$ cat src/include/nhp_pkg.sv
package nhp_pkg;

	// ----------------------------------------------------------------
	// bus widths
	// ----------------------------------------------------------------
	localparam int unsigned NHP_DATA_W = 16;             // x16 configuration data bus
	localparam int unsigned NHP_CMD_W  = 8;              // commands and addresses use the low byte

	// ----------------------------------------------------------------
	// timing (50 MHz reference clock)
	// ----------------------------------------------------------------
	localparam int unsigned NHP_CLK_MHZ      = 50;
	localparam int unsigned NHP_STROBE_NS    = 30;       // least low/high time of a strobe phase
	localparam int unsigned NHP_STROBE_CYC   = (NHP_STROBE_NS * NHP_CLK_MHZ + 999) / 1000;
	localparam logic [3:0]  NHP_STROBE_CNT   = 4'(NHP_STROBE_CYC);

	// ----------------------------------------------------------------
	// kinds of bus cycle the user may request
	// ----------------------------------------------------------------
	typedef enum logic [1:0]
	{
		NHP_OP_CMD   = 2'h0,   // command latch cycle
		NHP_OP_ADDR  = 2'h1,   // address latch cycle
		NHP_OP_WRITE = 2'h2,   // data write cycle
		NHP_OP_READ  = 2'h3    // data read cycle
	} nhp_op_t;

endpackage : nhp_pkg

$ cat src/include/nhp_tmr_if.sv
`timescale 1ns/1ps
`default_nettype none
// start and done of one strobe phase, shared by the sequencer and its timer
interface nhp_tmr_if;
	logic start;   // one-cycle pulse: begin timing a phase
	logic done;    // one-cycle pulse: phase time has elapsed

	modport ctl (output start, input done);
	modport tmr (input start, output done);
endinterface : nhp_tmr_if
`default_nettype wire

$ cat src/nhp_phase_timer.sv
`timescale 1ns/1ps
`default_nettype none
module nhp_phase_timer
	import nhp_pkg::*;
(
	input  wire logic ref_clk,
	input  wire logic reset_n,
	nhp_tmr_if.tmr    tmr
);

	// ----------------------------------------------------------------
	// phase counter
	// ----------------------------------------------------------------
	logic [3:0] cnt_r;     // cycles left in the phase
	logic       run_r;     // phase being timed
	logic       last_w;    // final cycle of the phase

	assign last_w   = run_r && (cnt_r == 4'h1);
	assign tmr.done = last_w;

	// load on start, count down, stop after the final cycle
	always_ff @(posedge ref_clk or negedge reset_n)
	begin
		if (!reset_n)
		begin
			cnt_r <= 4'h0;
			run_r <= 1'b0;
		end
		else if (tmr.start)
		begin
			cnt_r <= NHP_STROBE_CNT;
			run_r <= 1'b1;
		end
		else if (run_r)
		begin
			cnt_r <= cnt_r - 4'h1;
			run_r <= !last_w;
		end
	end

	// ----------------------------------------------------------------
	// checks
	// ----------------------------------------------------------------
	phase_len_a : assert property (@(posedge ref_clk) disable iff (!reset_n)
		tmr.start |-> ##2 tmr.done)
		else $error("phase timer did not finish in two cycles");

endmodule : nhp_phase_timer
`default_nettype wire

$ cat src/nhp_host_ctrl.sv
// Functional notes
// - busy is open drain; host pulls up
// - select low enables device bus cycles
// - command strobe marks a command cycle
// - address strobe marks an address cycle
// - strobe plus select and write low decode
// - commands and addresses on low byte only
`timescale 1ns/1ps
`default_nettype none
module nhp_host_ctrl
	import nhp_pkg::*;
(
	input  wire logic                  ref_clk,
	input  wire logic                  reset_n,
	// user request side
	input  wire logic                  req_valid,
	output logic                       req_ready,
	input  wire logic [1:0]            req_op,
	input  wire logic [NHP_DATA_W-1:0] req_data,
	input  wire logic                  req_wide,
	input  wire logic                  req_lock_n,
	input  wire logic                  req_store_n,
	input  wire logic                  req_select,
	output logic                       rsp_valid,
	output logic [NHP_DATA_W-1:0]      rsp_data,
	output logic                       dev_ready,
	// device pins
	output logic                       chip_select_n,
	output logic                       command_latch_strobe,
	output logic                       address_latch_strobe,
	output logic                       write_strobe_n,
	output logic                       output_strobe_n,
	output logic                       write_lock_n,
	output logic                       hardware_store_request_n,
	input  wire logic                  ready_busy_n,
	input  wire logic [NHP_DATA_W-1:0] dq_in,
	output logic [NHP_DATA_W-1:0]      dq_out,
	output logic                       dq_oe_n
);

	// ----------------------------------------------------------------
	// state and registers
	// ----------------------------------------------------------------
	typedef enum logic [1:0] {NHP_IDLE, NHP_ACT, NHP_REC} nhp_state_t;

	nhp_state_t                state_r;      // sequencer state
	nhp_state_t                state_nxt;    // next sequencer state
	logic [1:0]                op_r;         // cycle in flight
	logic [NHP_DATA_W-1:0]     dout_r;       // data driven to the device
	logic [NHP_DATA_W-1:0]     rdat_r;       // captured read data
	logic                      rvld_r;       // read answer pulse
	logic                      rb_s1_r;      // busy synchroniser, first stage
	logic                      rb_s2_r;      // busy synchroniser, second stage
	logic [NHP_DATA_W-1:0]     dq_s1_r;      // data synchroniser, first stage
	logic [NHP_DATA_W-1:0]     dq_s2_r;      // data synchroniser, second stage
	logic                      sel_r;        // chip select held by user
	logic                      lock_n_r;     // write lock pin register
	logic                      store_n_r;    // store request pin register

	nhp_tmr_if tmr ();

	nhp_phase_timer u_tmr
	(
		.ref_clk (ref_clk),
		.reset_n (reset_n),
		.tmr     (tmr)
	);

	// ----------------------------------------------------------------
	// decode
	// ----------------------------------------------------------------
	logic take_w;     // request accepted this cycle
	logic active_w;   // strobe asserted phase
	logic is_cmd_w;   // command cycle in flight
	logic is_adr_w;   // address cycle in flight
	logic is_wr_w;    // write-type cycle in flight
	logic is_rd_w;    // read cycle in flight
	logic [NHP_DATA_W-1:0] req_masked_w;   // request data with low-byte rule applied

	assign take_w   = req_valid && req_ready;
	assign active_w = (state_r == NHP_ACT);
	assign is_cmd_w = (op_r == NHP_OP_CMD);
	assign is_adr_w = (op_r == NHP_OP_ADDR);
	assign is_rd_w  = (op_r == NHP_OP_READ);
	assign is_wr_w  = !is_rd_w;

	// low byte only: upper lines zero for commands, addresses and x8 data
	assign req_masked_w = ((req_op == NHP_OP_WRITE) && req_wide) ? req_data
		: {8'h00, req_data[NHP_CMD_W-1:0]};

	// new cycles only while idle; the device may still refuse them when busy,
	// which the user sees on dev_ready
	assign req_ready = (state_r == NHP_IDLE);
	assign tmr.start = take_w || (active_w && tmr.done);

	// ----------------------------------------------------------------
	// pin drive
	// ----------------------------------------------------------------
	// select low during every cycle and while user holds it
	assign chip_select_n = !(sel_r || (state_r != NHP_IDLE));
	// command strobe only during command cycles
	assign command_latch_strobe = (state_r != NHP_IDLE) && is_cmd_w;
	// address strobe only during address cycles
	assign address_latch_strobe = (state_r != NHP_IDLE) && is_adr_w;
	// write strobe low with latch strobe gives the decode
	assign write_strobe_n  = !(active_w && is_wr_w);
	// output strobe low only in read phase
	assign output_strobe_n = !(active_w && is_rd_w);
	// host releases the bus whenever it is reading
	assign dq_oe_n  = (state_r == NHP_IDLE) || is_rd_w;
	assign dq_out   = dout_r;
	assign rsp_data = rdat_r;
	assign rsp_valid = rvld_r;
	// write lock passed to the pin
	assign write_lock_n = lock_n_r;
	assign hardware_store_request_n = store_n_r;
	// pull-up assumed: released line reads ready
	assign dev_ready = rb_s2_r;

	// ----------------------------------------------------------------
	// sequencer next state
	// ----------------------------------------------------------------
	// strobe phase, then recovery phase with strobe released
	always_comb
	begin
		state_nxt = state_r;
		case (state_r)
			NHP_IDLE: if (take_w) state_nxt = NHP_ACT;
			NHP_ACT:  if (tmr.done) state_nxt = NHP_REC;
			NHP_REC:  if (tmr.done) state_nxt = NHP_IDLE;
			default:  state_nxt = NHP_IDLE;
		endcase
	end

	always_ff @(posedge ref_clk or negedge reset_n)
	begin
		if (!reset_n)
			state_r <= NHP_IDLE;
		else
			state_r <= state_nxt;
	end

	// ----------------------------------------------------------------
	// request capture
	// ----------------------------------------------------------------
	always_ff @(posedge ref_clk or negedge reset_n)
	begin
		if (!reset_n)
		begin
			op_r   <= 2'h0;
			dout_r <= 16'h0000;
		end
		else if (take_w)
		begin
			op_r   <= req_op;
			dout_r <= req_masked_w;
		end
	end

	// static pins follow the user, registered
	always_ff @(posedge ref_clk or negedge reset_n)
	begin
		if (!reset_n)
		begin
			sel_r     <= 1'b0;
			lock_n_r  <= 1'b0;
			store_n_r <= 1'b1;
		end
		else
		begin
			sel_r     <= req_select;
			lock_n_r  <= req_lock_n;
			store_n_r <= req_store_n;
		end
	end

	// ----------------------------------------------------------------
	// pin input synchronisers
	// ----------------------------------------------------------------
	// pin inputs synchronised first
	// busy level crosses in two flops
	always_ff @(posedge ref_clk or negedge reset_n)
	begin
		if (!reset_n)
		begin
			rb_s1_r <= 1'b1;
			rb_s2_r <= 1'b1;
			dq_s1_r <= 16'h0000;
			dq_s2_r <= 16'h0000;
		end
		else
		begin
			rb_s1_r <= ready_busy_n;
			rb_s2_r <= rb_s1_r;
			dq_s1_r <= dq_in;
			dq_s2_r <= dq_s1_r;
		end
	end

	// read data taken at the end of the recovery phase: the second stage then
	// holds the lines as they stood in the last output strobe cycle; taking it
	// any later would return the released bus, so the answer costs two cycles
	// limitation: the device must have its data out within two clocks of the strobe
	logic rd_take_w;   // last cycle of a read's recovery phase

	assign rd_take_w = (state_r == NHP_REC) && is_rd_w && tmr.done;

	always_ff @(posedge ref_clk or negedge reset_n)
	begin
		if (!reset_n)
		begin
			rdat_r <= 16'h0000;
			rvld_r <= 1'b0;
		end
		else
		begin
			rvld_r <= rd_take_w;
			if (rd_take_w)
				rdat_r <= dq_s2_r;
		end
	end

	// ----------------------------------------------------------------
	// checks
	// ----------------------------------------------------------------
	// command strobe
	cmd_decode_a : assert property (@(posedge ref_clk) disable iff (!reset_n)
		command_latch_strobe |-> !address_latch_strobe && !chip_select_n && output_strobe_n)
		else $error("command strobe with bad companions");
	addr_decode_a : assert property (@(posedge ref_clk) disable iff (!reset_n)
		address_latch_strobe |-> !command_latch_strobe && !chip_select_n && output_strobe_n)
		else $error("address strobe with bad companions");
	bus_turn_a : assert property (@(posedge ref_clk) disable iff (!reset_n)
		!output_strobe_n |-> dq_oe_n)
		else $error("host drives bus during read");
	wr_frame_a : assert property (@(posedge ref_clk) disable iff (!reset_n)
		$rose(write_strobe_n) |-> !chip_select_n)
		else $error("write strobe rose without select");
	sel_hold_a : assert property (@(posedge ref_clk) disable iff (!reset_n)
		take_w |=> !chip_select_n [*4])
		else $error("select dropped inside a cycle");
	low_byte_a : assert property (@(posedge ref_clk) disable iff (!reset_n)
		(command_latch_strobe || address_latch_strobe) |-> dq_out[15:8] == 8'h00)
		else $error("upper byte set on command or address");
	lock_pass_a : assert property (@(posedge ref_clk) disable iff (!reset_n)
		!req_lock_n |=> !write_lock_n)
		else $error("write lock not passed");
	// busy reaches user in two cycles
	busy_sync_a : assert property (@(posedge ref_clk) disable iff (!reset_n)
		!ready_busy_n ##1 !ready_busy_n |=> !dev_ready)
		else $error("busy not seen");
	read_ans_a : assert property (@(posedge ref_clk) disable iff (!reset_n)
		(take_w && req_op == NHP_OP_READ) |-> ##5 rsp_valid)
		else $error("read answer late");

	cmd_seen_c  : cover property (@(posedge ref_clk) take_w && req_op == NHP_OP_CMD);
	addr_seen_c : cover property (@(posedge ref_clk) take_w && req_op == NHP_OP_ADDR);
	rd_seen_c   : cover property (@(posedge ref_clk) rsp_valid);
	busy_c      : cover property (@(posedge ref_clk) !dev_ready);

endmodule : nhp_host_ctrl
`default_nettype wire

$ cat config.mk
export PLATFORM = sky130hd
export DESIGN_NAME = nhp_host_ctrl
export DESIGN_NICKNAME = d
export VERILOG_FILES = /design/src/include/nhp_pkg.sv /design/src/include/nhp_tmr_if.sv /design/src/nhp_phase_timer.sv /design/src/nhp_host_ctrl.sv
export SDC_FILE = /design/constraint.sdc
export NUM_CORES = 1
export LEC_CHECK = 0
export ABC_AREA = 0
export CAP_MARGIN = 25
export CELL_PAD_IN_SITES_DETAIL_PLACEMENT = 1
export CELL_PAD_IN_SITES_GLOBAL_PLACEMENT = 1
export CORE_UTILIZATION = 40
export CTS_CLUSTER_DIAMETER = 100
export DETAILED_ROUTE_END_ITERATION = 10
export DONT_BUFFER_PORTS = 1
export PLACE_DENSITY = 0.67
export SLEW_MARGIN = 40
export SYNTH_ARGS = -nofsm -noshare
export SYNTH_HDL_FRONTEND = slang
export SYNTH_HIERARCHICAL = 1
export SYNTH_SLANG_ARGS = --single-unit
$ cat constraint.sdc
create_clock -name ref_clk -period 3.6 [get_ports ref_clk]
set_input_delay 0.36 -clock ref_clk [delete_from_list [all_inputs] [get_ports ref_clk]]
set_output_delay 0.36 -clock ref_clk [all_outputs]
set_load 0.02 [all_outputs]
---- After elaboration in Yosys (flattened, before gate mapping) ----
Index checks and enable logic that the tools add are counted.
storage, ports and cells
  word-level logic and storage cells ...... 56
  register bits ........................... 79
  output and inout bits ................... 43
operators by class
  equal/unequal tests ..................... 9
  muxes and demuxes ....................... 9
  $add $sub $neg .......................... 1
  reductions and logical operators ........ 23
operators by type and width
  cell                                               number
  two-way mux 16 bit                                 1
  logical AND 1 bit                                  10
  two-way mux 4 bit                                  2
  == test 2 bit (second input constant)              3
  two-way mux 2 bit                                  3
  one-hot mux 2 bit (3 select lines)                 1
  zero test 1 bit                                    5
  == test 2 x 1 -> 1 bit (second input constant)     2
  == test 4 x 1 -> 1 bit (second input constant)     1
  zero test 2 bit                                    2
  != test 2 bit (second input constant)              2
  nonzero test 2 bit                                 2
  subtractor 4 x 1 -> 4 bit (second input constant)  1
  logical OR 1 bit                                   3
  AND reduction 3 bit                                1
  two-way mux 1 bit                                  2
  != test 2 x 1 -> 1 bit (second input constant)     1

---- Logic depth before layout (Yosys ltp) ----
Gate-level depths: netlist of the first run.
  depth after elaboration ................. 5
  depth in mapped cells ................... 9
  mapped depth without buffers ............ 8

---- By module ----
Netlist of the first run, hierarchy kept.
by module, submodules not included
  module           area an instance (µm²)  instances  cells an instance
  nhp_host_ctrl    2456.1                  1          137
  nhp_phase_timer  276.5                   1          24

---- Least setup slack after synthesis of the first run ----
OpenSTA, ideal clock, no wires.
  kind .................................... reg2reg
  from .................................... register u_tmr.cnt_r[1]
  to ...................................... register rdat_r[0] (netlist: rsp_data[0])
  cell stages (with the launch flop) ...... 10
  period minus slack after synthesis ...... 2.176 ns
  setup time .............................. 0.125 ns
  setup slack ............................. 1.424 ns
  arrival time ............................ 2.051 ns
  path buffers ............................ 2
  path through ............................ dfrtp_1 > inv_1 > ha_1 > or3b_1 > nor2_1 > nand2_1 > or3_1 > buf_6 > buf_12 > mux2_4
between the ends
  longest elaborated chain between the ends .. 3
RTL lines
  what                      line                   RTL
  start: declaration        nhp_phase_timer.sv:14  logic [3:0] cnt_r;
  start signal: assignment  nhp_phase_timer.sv:36  cnt_r <= cnt_r - 4'h1;
  == test 4 x 1 -> 1 bit    nhp_phase_timer.sv:18  assign last_w = run_r && (cnt_r == 4'h1);
  logical AND 1 bit         nhp_phase_timer.sv:18
  net tmr.done              nhp_tmr_if.sv:6        logic done;
  logical AND 1 bit         nhp_host_ctrl.sv:206   assign rd_take_w = (state_r == NHP_REC) && is_rd_w && tmr.done;
  end signal: assignment    nhp_host_ctrl.sv:219   rdat_r <= dq_s2_r;
  end: declaration          nhp_host_ctrl.sv:50    logic [NHP_DATA_W-1:0] rdat_r;
The timed path passes the listed nets, and every way through them passes these cells.
A chain may end at the register's enable or synchronous reset.

---- Final worst setup path of the first run ----
  from .................................... register u_tmr.cnt_r[1]
  to ...................................... register rdat_r[7] (netlist: rsp_data[7])
Same word-level chain as after synthesis.

==> out/metrics.yaml, run 1 <==
timing:
  drv_slew: 0
  slew_headroom_pct: 47.4
  finalSetupTns_ps: 0
  worst_pin_slew_ps: 789
  rsz0062_at_grt: "no"
  fin_worst_skew_ps: 5.43
  setup_viol: 0
  fin_crit_sh_pct: 68.0
  fin_crit_ps: 2450
  fmax_ghz: 0.409
  hold_violations: 0
cells_and_area:
  stdcell_area_um2: 3050
  layout.nets: 214
  drive_above_1_share_pct: 28.0
  n_antenna_cell: 0
  nFillCells: 626
  syn_to_final_growth_pct: 11.6
cts:
  root_buffer: "clkbuf_8"
  clock_latency_ps: 330
  clkSinkCount: 79
  numCtsBuffers: 9
  clk_pin_slew_ps: 70
  postCtsSetupBuffers: 0
  cts_hold_buf: 4
  h-tree-depth: 3
  cts.path.max_buffers: 2
  ctsResizeCount: 0
  tritoncts: "yes"
setup_path:
  arrival_ps: 2670
  timing.rr.start: "u_tmr/cnt_r[1]"
  critPathLaunchType: "flip-flop"
  required_ps: 3820
  cp_slowest_stage_delay_ps: 680
  worstSetupPathType: "flip-flop to flip-flop"
  endpoint_kind: "flip-flop"
  slowest_stage: "or3_2"
  crit_chain: "inv_1 -> ha_1 -> or3b_1 -> nor2_1 -> nand2_1 -> or3_2 -> mux2_4"
  critPathLaunch: "u_tmr/cnt_r[1]"
  crit_fanout: 17
floorplan:
  start_util_pct: 42.3
  core.rowCount: 29
  die_h_um: 84.7
  die_x_um: 84.7
  die_area_um2: 7170
  io_pins: 85
  core_um2: 6460
synth:
  async_flop_share_pct: 100
  synth_compound_area_share_pct: 4.44
  synth_flop_cell: "dfrtp_1"
  synth_xor_area_share_pct: 0.321
  ys_ff_latch: 79
  syn_avg_cell_area_um2: 17.0
  synth_top_area_share_pct: 69.6
  synth_cells: 161
  synth_fa_ha_area_share_pct: 0.916
  synthSimpleGateAreaFrac_pct: 6.09
  syn-cell-area_um2: 2730
  syn_nets: 205
  synth_most_common_cell: "dfrtp_1"
  ys_seq_area_share_pct: 72.5
  synth_top_cell_by_area: "dfrtp_1"
  yosys-top-cells-area: "dfrtp_1 70%, mux2_2 6.2%, mux2_4 6.0%"
  muxShareOfSynthArea_pct: 12.6
  ys_top_cells_by_count: "76 x dfrtp_1, 15 x mux2_2, 11 x mux2_4"
  synth_cell_types: 29
  synth_top_family_by_area: "multiplexers"
  yosys_warnings: 6
  synth-edff-count: 0
global_route:
  grt_usage_pct: 14.4
  met2_usage_pct: 22.6
  grt-ovfl-total: 0
  grt_pass1_vias: 1446
  grt_pass1_wl_um: 7510
  gr-max-usage-layer: "met2"
  grtUsageMet3_pct: 8.36
  grt_use_met1_pct: 15.6
  antenna_found_initial: 0
  grt_max_degree: 80
route:
  first_iter_violations: 52
  dr.pass1.iters: 7
  num_vias: 1299
  drc: 6
  vias_per_cell: 5.15
  final_antenna_net_count: 0
  wl_per_cell_um: 18.6
  drt_wl_total_um: 4680
pwr:
  power_density_nw_per_um2: 808
  vdd_drop_max_uv: 524
  power_w: 0.00246
  cellLeakagePower_nw: 1.46
placed_design:
  port_buffers: 0
  gp_congestion: 0.759
  dp_hpwl_um: 3250
  place_area_um2: 2760
min_path:
  hold_path.class: "input pin to flip-flop"
  hold_start: "dq_in[7]"
flow_run:
  max_cap_viol_count: 0
status:
  status: "finished, violations left"
  violations: "DRC"
## stage by stage
stage | utilization (%) | instances | hold slack (ps) | setup slack (ps)
final | 47.2 | 252 | 45.9 | 1150
after global routing | 47.2 | 252 | 8.15 | 957
after CTS | 47.2 | 252 | 11.7 | 1040
after detailed placement | 42.7 | 232 | 66.1 | 1040
after global placement | 42.7 | 232 | 66.6 | 1150
after floorplan | - | 161 | 64.4 | 1420
## worst paths after layout
kind | to | slack (ps) | cells after the start
setup / recovery | rsp_data[7] | 1150 | 7
hold / removal | dq_s1_r[7] | 50 | 0
setup reg to reg | rsp_data[7] | 1150 | 7
hold reg to reg | dq_s2_r[3] | 350 | 0
max in group asynchronous | hardware_store_request_n | 2640 | 2
min in group asynchronous | dq_s2_r[11] | 610 | 2
## logic make-up after synthesis
kind of cell               Yosys count
AOI/OAI and AO/OA                   16
xor gates and xnor gates             1
adders and majority gates            2
buffers and inverters               10
DFF                                 79
muxes                               27
and+or+nand+nor                     26
## flip-flops by register name, indices dropped and copies added, names as in the netlist
signal,flops
rsp_data,16
write_lock_n,1
rsp_valid,1
dq_out,16
dq_s1_r,16
dev_ready,1
u_tmr/run_r,1
state_r,2
op_r,2
u_tmr/cnt_r,4
rb_s1_r,1
dq_s2_r,16
hardware_store_request_n,1
sel_r,1
## placed cells by master (no fill, tap or decap), types with 4 or more instances in the layout
master	netlist	final
inv_1	4	4
mux2_2	15	15
dfrtp_1	76	76
clkbuf_8	0	11
a22o_1	8	8
nor2_1	5	5
nand2_1	6	6
mux2_4	11	11
## critical path, delay by kind of cell, from the launching register on
family	cells	cell delay (ps)
multiplexers	1	380
flip-flops	1	420
AND/OR/NAND/NOR	4	1300
buffers and inverters	1	100
adder cells (fa/ha/maj)	1	130
## final cells by class
| class | instances | area [um^2] | share of cell area (%) |
|---|---|---|---|
| flip-flops and latches | 79 | 1980 | 65.0 |
| clock inverters | 4 | 76.3 | 2.50 |
| well taps | 77 | 96.3 | 3.16 |
| repair buffers | 4 | 57.6 | 1.89 |
| clock buffers | 12 | 155 | 5.09 |
| inverters | 4 | 15.0 | 0.492 |
| multi-input cells | 72 | 668 | 21.9 |
## routing by layer
metal,routed length [um],part of all wire (%),vias up
li1,-,-,561
met1,1780,38,664
met2,2320,50,63
met3,479,10,11
met4,99,2.1,0
met5,0,0,-
## report_power, final
part / switching, W / internal [W] / leakage [nW]
combinational: 0.000234 / 0.000204 / 0.370
sequential: 0.000256 / 0.00104 / 0.975
clock: 0.000294 / 0.000431 / 0.113
total: 0.000784 / 0.00168 / 1.46
No activity file was read; power rests on OpenSTA's default activity.
==> run 2, diff against run 1 <==
--- a/config.mk
+++ b/config.mk
@@ -5,7 +5,7 @@
 export SDC_FILE = /design/constraint.sdc
 export NUM_CORES = 1
 export LEC_CHECK = 0
-export ABC_AREA = 0
+export ABC_AREA = 1
 export CAP_MARGIN = 25
 export CELL_PAD_IN_SITES_DETAIL_PLACEMENT = 1
 export CELL_PAD_IN_SITES_GLOBAL_PLACEMENT = 1
@@ -13,7 +13,7 @@
 export CTS_CLUSTER_DIAMETER = 100
 export DETAILED_ROUTE_END_ITERATION = 10
 export DONT_BUFFER_PORTS = 1
-export PLACE_DENSITY = 0.67
+export PLACE_DENSITY = 0.7
 export SLEW_MARGIN = 40
 export SYNTH_ARGS = -nofsm -noshare
 export SYNTH_HDL_FRONTEND = slang
==> constraint.sdc (replaced) <==
create_clock -name ref_clk -period 2.5 [get_ports ref_clk]
set_input_delay 0.25 -clock ref_clk [delete_from_list [all_inputs] [get_ports ref_clk]]
set_output_delay 0.25 -clock ref_clk [all_outputs]
set_load 0.02 [all_outputs]
==> run 2 against run 1 <==
The flow now finishes without violations. Synthesized cell count rose by 48%. Die area did not move. Sequential cell count did not move. Critical path depth rose by 1. Power rose by 36%. Critical path type unchanged. Combinational power rose by 37%.
==> out/metrics.yaml, run 2 <==
placed_design:
  port_buffers: 0  # unchanged
  gp_congestion: 0.751  # -0.96%
  dp_hpwl_um: 3410  # +4.8%
cts:
  numCtsBuffers: 9  # unchanged
  clock_latency_ps: 350  # +20 ps
  ctsResizeCount: 0  # unchanged
  root_buffer: "clkbuf_8"
  clk_pin_slew_ps: 90  # +20 ps
  cts.path.max_buffers: 2  # unchanged
  tritoncts: "yes"
  h-tree-depth: 3  # unchanged
  clkSinkCount: 79  # unchanged
pwr:
  internal_power_w: 0.00219  # +30%
  p_sw_w: 0.00117  # +50%
  vdd_drop_max_uv: 498  # -4.9%
  power_density_nw_per_um2: 1040  # +29%
  pwr-share-comb_pct: 17.8  # about the same
  clkPwrFrac_pct: 29.6  # +0.2 points
  cellLeakagePower_nw: 1.57  # +7.5%
  seqPwrFrac_pct: 52.6  # -0.2 points
  switching_share_pct: 34.9  # +3.1 points
setup_path:
  endpoint_kind: "flip-flop"
  critPathLaunchType: "flip-flop"
  arrival_ps: 2160  # -510 ps
  critPathLaunch: "u_tmr/cnt_r[1]"
  crit_fanout: 17  # unchanged
  worstSetupPathType: "flip-flop to flip-flop"
  timing.rr.start: "u_tmr/cnt_r[1]"
  required_ps: 2780  # -1040 ps
global_route:
  grt-ovfl-total: 0  # unchanged
  grt_pass1_vias: 1814  # +25%
  antenna_found_initial: 0  # unchanged
  grt_usage_pct: 17.1  # +2.7 points
  grt_max_degree: 80  # unchanged
  grt_pass1_wl_um: 9230  # +23%
timing:
  setup_viol: 0  # unchanged
  worst_pin_slew_ps: 705  # -84.0 ps
  slew_headroom_pct: 52.9  # +5.5 points
  drv_slew: 0  # unchanged
  fin_worst_skew_ps: 10.4  # +4.96 ps
  fin_crit_sh_pct: 75.3  # +7.3 points
  finalSetupTns_ps: 0  # unchanged
  rsz0062_at_grt: "no"
  hold_violations: 0  # unchanged
  fmax_ghz: 0.531  # +30%
  fin_crit_ps: 1880  # -566 ps
floorplan:
  io_pins: 85  # unchanged
  start_util_pct: 42.3  # unchanged
  die_x_um: 84.7  # unchanged
  core.rowCount: 29  # unchanged
  die_area_um2: 7170  # unchanged
  core_um2: 6460  # unchanged
  die_h_um: 84.7  # unchanged
route:
  dr.pass1.iters: 6  # -1
  num_vias: 1703  # +31%
  drc: 0  # -6
  wl_per_cell_um: 15.9  # -15%
  drt_wl_total_um: 5470  # +17%
  first_iter_violations: 73  # +40%
  final_antenna_net_count: 0  # unchanged
  vias_per_cell: 4.94  # -4.2%
cells_and_area:
  final_util_pct: 50.0  # +2.8 points
  syn_to_final_growth_pct: 18.1
  nFillCells: 721  # +15%
  seqCellArea_um2: 1980  # unchanged
  n_antenna_cell: 0  # unchanged
  drive_above_1_share_pct: 12.3  # -16 points
  layout.nets: 307  # +43%
  mostFrequentLayoutCells: "83 x nand2_1, 76 x dfrtp_1, 21 x dlygate4sd3_1"
  multiInputGateArea_um2: 658  # -1.5%
  final_common_cell: "nand2_1"
min_path:
  hold_path.class: "input pin to flip-flop"
  hold_start: "req_data[3]"
synth:
  async_flop_share_pct: 100  # unchanged
  yosys_warnings: 6  # unchanged
  synth_cells: 238  # +48%
  ys_top_cells_by_count: "83 x nand2_1, 76 x dfrtp_1, 12 x nand3_1, 12 x o21ai_0"
  yosys-top-cells-area: "dfrtp_1 70%, nand2_1 11%, dfstp_2 2.9%"
  syn_nets: 282  # +38%
  synth_most_common_cell: "nand2_1"
  ys_ff_latch: 79  # unchanged
  synth_flop_cell: "dfrtp_1"
  syn-cell-area_um2: 2730  # unchanged
  ys_seq_area_share_pct: 72.5  # unchanged
  synth_top_cell_by_area: "dfrtp_1"
  synth_top_area_share_pct: 69.6  # unchanged
  syn_avg_cell_area_um2: 11.5  # -32%
  synth-edff-count: 0  # unchanged
  synth_cell_types: 24  # -17%
flow_run:
  max_cap_viol_count: 0  # unchanged
status:
  status: "complete, no violations"
[run 2: cell types whose count changed in the layout (fill, tap and decap cells not counted), sizes merged, moves of 3 or more]
cell	delta
nand3	+12
inv	+5
o21ai	+10
a22o	-8
nor2	+7
nor2b	-3
nand4	+8
nand2	+81
mux2	-27
dlygate4sd3	+18
[run 2: worst paths after layout]
check | to | slack [ps] | cells after the start
min in group asynchronous | dq_out[12] | 460 | 2
hold reg to reg | dq_s2_r[6] | 340 | 0
setup / recovery | rsp_data[3] | 620 | 8
hold / removal | dq_out[3] | 40 | 2
max in group asynchronous | dev_ready | 1710 | 2
setup reg to reg | rsp_data[3] | 620 | 8
[run 2: final cells by class]
| class | instances | area share (%) |
|---|---|---|
| clock buffer | 11 | 4.69 |
| clock inverter | 5 | 1.94 |
| multi-input combinational | 141 | 20.4 |
| sequential | 79 | 61.4 |
| tap | 77 | 2.98 |
| inverter | 9 | 1.05 |
| timing repair buffer | 23 | 7.60 |
[run 2: logic make-up (layout without fill, tap and decap cells)]
| family | count (synthesis) | count (layout) | share of synthesized area, % |
|---|---|---|---|
| simple gates | 124 | 124 | 20.3 |
| buf+inv | 18 | 48 | 3.43 |
| compound gates | 15 | 15 | 2.88 |
| fa+ha+maj | 2 | 2 | 0.916 |
| flops | 79 | 79 | 72.5 |
[run 2: power groups by stage]
stage | registers, W | logic (W) | clock network [W]
floorplan | 0.00174 | 0.000466 | 0
global placement | 0.00178 | 0.000515 | 0
detailed placement | 0.00179 | 0.000548 | 0
CTS | 0.00177 | 0.000605 | 0.00102
global route | 0.00179 | 0.000683 | 0.00107
finish | 0.00177 | 0.000599 | 0.000996
[run 2: critical path, stage by stage, from the launching register on]
cell,delay [ps]
dfrtp_1,410
inv_1,100
ha_1,160
nor3b_1,220
and2_2,230
nand3_2,100
nor2_4,370
nand2_1,100
nand2_1,110
[run 2: through the flow]
step | total power, W | hold WS [ps] | worst slack [ps] | instance area [um^2] | std cells
2_1_floorplan | 0.00221 | -45.6 | 965 | 2730 | 238
3_3_place_gp | 0.00230 | -44.4 | 784 | 2780 | 307
3_5_place_dp | 0.00234 | -44.2 | 717 | 2780 | 307
4_1_cts | 0.00339 | 27.8 | 640 | 3230 | 345
5_1_grt | 0.00355 | 39.2 | 456 | 3230 | 345
6_report | 0.00336 | 43.9 | 618 | 3230 | 345
[run 2: timing repair]
| action | in CTS | in global routing |
|---|---|---|
| hold endpoints to repair | 99 | 0 |
| hold buffers | 22 | 0 |
| setup buffers | 0 | 0 |
[run 2: routing by layer]
layer	up-vias	GRT usage, %	routed length, um	share of wire (%)
met1	834	20.2	2280	42
met5	-	0	0	0
li1	806	-	-	-
met3	11	4.42	268	4.9
met2	52	29.1	2790	51
met4	0	8.78	124	2.3
==> run 3, diff against run 2 <==
==> constraint.sdc (replaced) <==
create_clock -name ref_clk -period 1.9 [get_ports ref_clk]
set_input_delay 0.19 -clock ref_clk [delete_from_list [all_inputs] [get_ports ref_clk]]
set_output_delay 0.19 -clock ref_clk [all_outputs]
set_load 0.02 [all_outputs]
==> run 3 against run 2 <==
The flow now finishes with violations (DRC, hold timing). Routed wire length grew 5.3%. Non-clock buffer count grew 26. Sequential cell count is the same. Global-route usage grew 0.50 points. Critical endpoint is now chip_select_n. Largest cell class unchanged.
==> out/metrics.yaml, run 3 (same netlist as run 2, synthesis figures left out) <==
route:
  num_vias: 1820  # +6.9%
  wl_met2_um: 3030  # +8.6%
  top_layer: "met4"
  first_iter_violations: 107  # +47%
  final_antenna_net_count: 0  # unchanged
  drt_wl_total_um: 5760  # +5.3%
  wl_per_cell_um: 15.5  # -2.1%
  drc: 2  # +2
  met1Wirelength_um: 2330  # +2.1%
  wl_met3_um: 300  # +12%
  vias_per_cell: 4.91  # -0.62%
  dr.pass1.iters: 9  # +3
timing:
  hold_violations: 79  # +79
  rsz0062_at_grt: "no"
  worst_pin_slew_ps: 375  # -331 ps
  fin_worst_skew_ps: 10.5  # +0.152 ps
  setup_viol: 0  # unchanged
  slew_headroom_pct: 74.9  # +22 points
  fmax_ghz: 0.586
  postLayoutSetupSlackWorst_ps: 193  # -425 ps
  fin_crit_ps: 1710
  fin_crit_sh_pct: 89.8
  drv_slew: 0  # unchanged
  finalSetupTns_ps: 0  # unchanged
  hold_slack_ps: -471  # -515 ps
global_route:
  grt_max_degree: 80  # unchanged
  antenna_found_initial: 0  # unchanged
  grt-ovfl-total: 0  # unchanged
  grt_pass1_vias: 1920  # +5.8%
  grt_usage_pct: 17.6  # +0.50 points
  grt_pass1_wl_um: 9540  # +3.4%
pwr:
  vdd_drop_max_uv: 688  # +38%
  power_w: 0.00451  # +34%
  cellLeakagePower_nw: 1.67  # +6.5%
  power_density_nw_per_um2: 1300  # +25%
setup_path:
  reg2reg_slack_ps: 260  # -360 ps
  endpoint_kind: "primary output"
  timing.rr.start: "u_tmr/cnt_r[1]"
  cp_slowest_stage_delay_ps: 430  # +20 ps
  required_ps: 1710  # -1070 ps
  rr_endpoint: "rsp_data[8]"
  slowest_stage: "dfrtp_1"
  r2r_cells: 9  # +1
  crit_family: "simple AND/OR/NAND/NOR gates"
  crit_chain: "nor2_4 -> buf_4 -> inv_1 -> nor2_1"
  critPathLaunchType: "flip-flop"
  path_buf_inv: 2  # +1
  worstSetupPathType: "flip-flop to primary output"
  arrival_ps: 1520  # -640 ps
  crit_fanout: 13  # -4
cells_and_area:
  instances_no_fill: 371  # +7.5%
  final_common_cell: "nand2_1"
  n_antenna_cell: 0  # unchanged
  stdcell_area_um2: 3470  # +7.6%
  drive_above_1_share_pct: 12.6  # +0.27 points
  multiInputGateArea_um2: 668  # +1.5%
  nFillCells: 680  # -5.7%
  mostFrequentLayoutCells: "83 x nand2_1, 76 x dfrtp_1, 44 x dlygate4sd3_1"
  seqCellArea_um2: 1980  # unchanged
  syn_to_final_growth_pct: 27.1
  layout.nets: 333  # +8.5%
floorplan:
  start_util_pct: 42.3  # unchanged
  core.rowCount: 29  # unchanged
  die_area_um2: 7170  # unchanged
  io_pins: 85  # unchanged
  core_um2: 6460  # unchanged
  die_h_um: 84.7  # unchanged
  die_x_um: 84.7  # unchanged
status:
  status: "finished, violations left"
  violations: "DRC, hold timing"
placed_design:
  place_ws_ps: 162  # -555 ps
  gp_congestion: 0.773  # +2.9%
  place_area_um2: 2810  # +1.1%
  port_buffers: 0  # unchanged
  dp_hpwl_um: 3260  # -4.5%
  dp_cells: 311  # +1.3%
cts:
  numCtsBuffers: 9  # unchanged
  tritoncts: "yes"
  cts.path.max_buffers: 2  # unchanged
  postCtsSetupBuffers: 0  # unchanged
  h-tree-depth: 3  # unchanged
  clock_latency_ps: 340  # about the same
  clkSinkCount: 79  # unchanged
  root_buffer: "clkbuf_8"
  clk_pin_slew_ps: 80  # about the same
min_path:
  hold_path.class: "input pin to asynchronous set/reset pin"
flow_run:
  max_cap_viol_count: 0  # unchanged
-- run 3: changes by cell type in the layout (fill, tap and decap cells not counted), sizes merged --
cell	previous run	this run
inv	10	9
dlygate4sd3	21	44
clkinv	1	3
clkinvlp	2	1
buf	2	5
-- run 3: layout make-up --
class	count	share of cell area [%]
Sequential cell	79	57.0
Timing Repair Buffer	49	13.8
Inverter	9	0.973
Clock inverter	5	1.84
Multi-Input combinational cell	141	19.2
Tap cell	77	2.77
Clock buffer	11	4.36
-- run 3: per-layer routing --
metal  global-route usage (%)  vias to the layer above
li1                         -                      855
met1                     20.8                      905
met2                     29.7                       51
met3                     6.10                        9
met4                     6.93                        0
met5                        0                        -
-- run 3: what timing repair did --
item                                   CTS  global route
hold buffers                            43             1
endpoints found under the hold margin  115            80
setup endpoints to repair                0            16
gates resized for setup                  0             2
-- run 3: worst reg2reg max path: stages (launching register included) --
cell	delay, ps
dfrtp_1	400
inv_1	90
ha_1	140
nor3b_2	160
and2_2	200
nand3_2	100
nor2_4	90
buf_4	220
nand2_1	90
nand2_1	80
-- run 3: worst max-delay path by stage --
stage / endpoint / start / cells past startpoint
final: chip_select_n / state_r[1] / 4
after detailed placement: rsp_data[8] / u_tmr/cnt_r[1] / 9
after CTS: rsp_data[0] / u_tmr/cnt_r[1] / 9
after global routing: chip_select_n / state_r[1] / 4
after floorplan: rsp_data[0] / u_tmr/cnt_r[1] / 10
after global placement: rsp_data[3] / u_tmr/cnt_r[1] / 9
-- run 3: metrics by stage --
stage          hold WS [ps]  utilization (%)
4_1_cts                -496             53.4
5_1_grt                -503             53.8
3_3_place_gp           -104             43.5
2_1_floorplan          -106                -
3_5_place_dp           -104             43.5
6_report               -471             53.8
-- run 3: where the power goes --
group	leakage [nW]	switching (W)	internal (W)
Combinational	0.580	0.000551	0.000341
Clock	0.106	0.000603	0.000687
Sequential	0.983	0.000384	0.00194
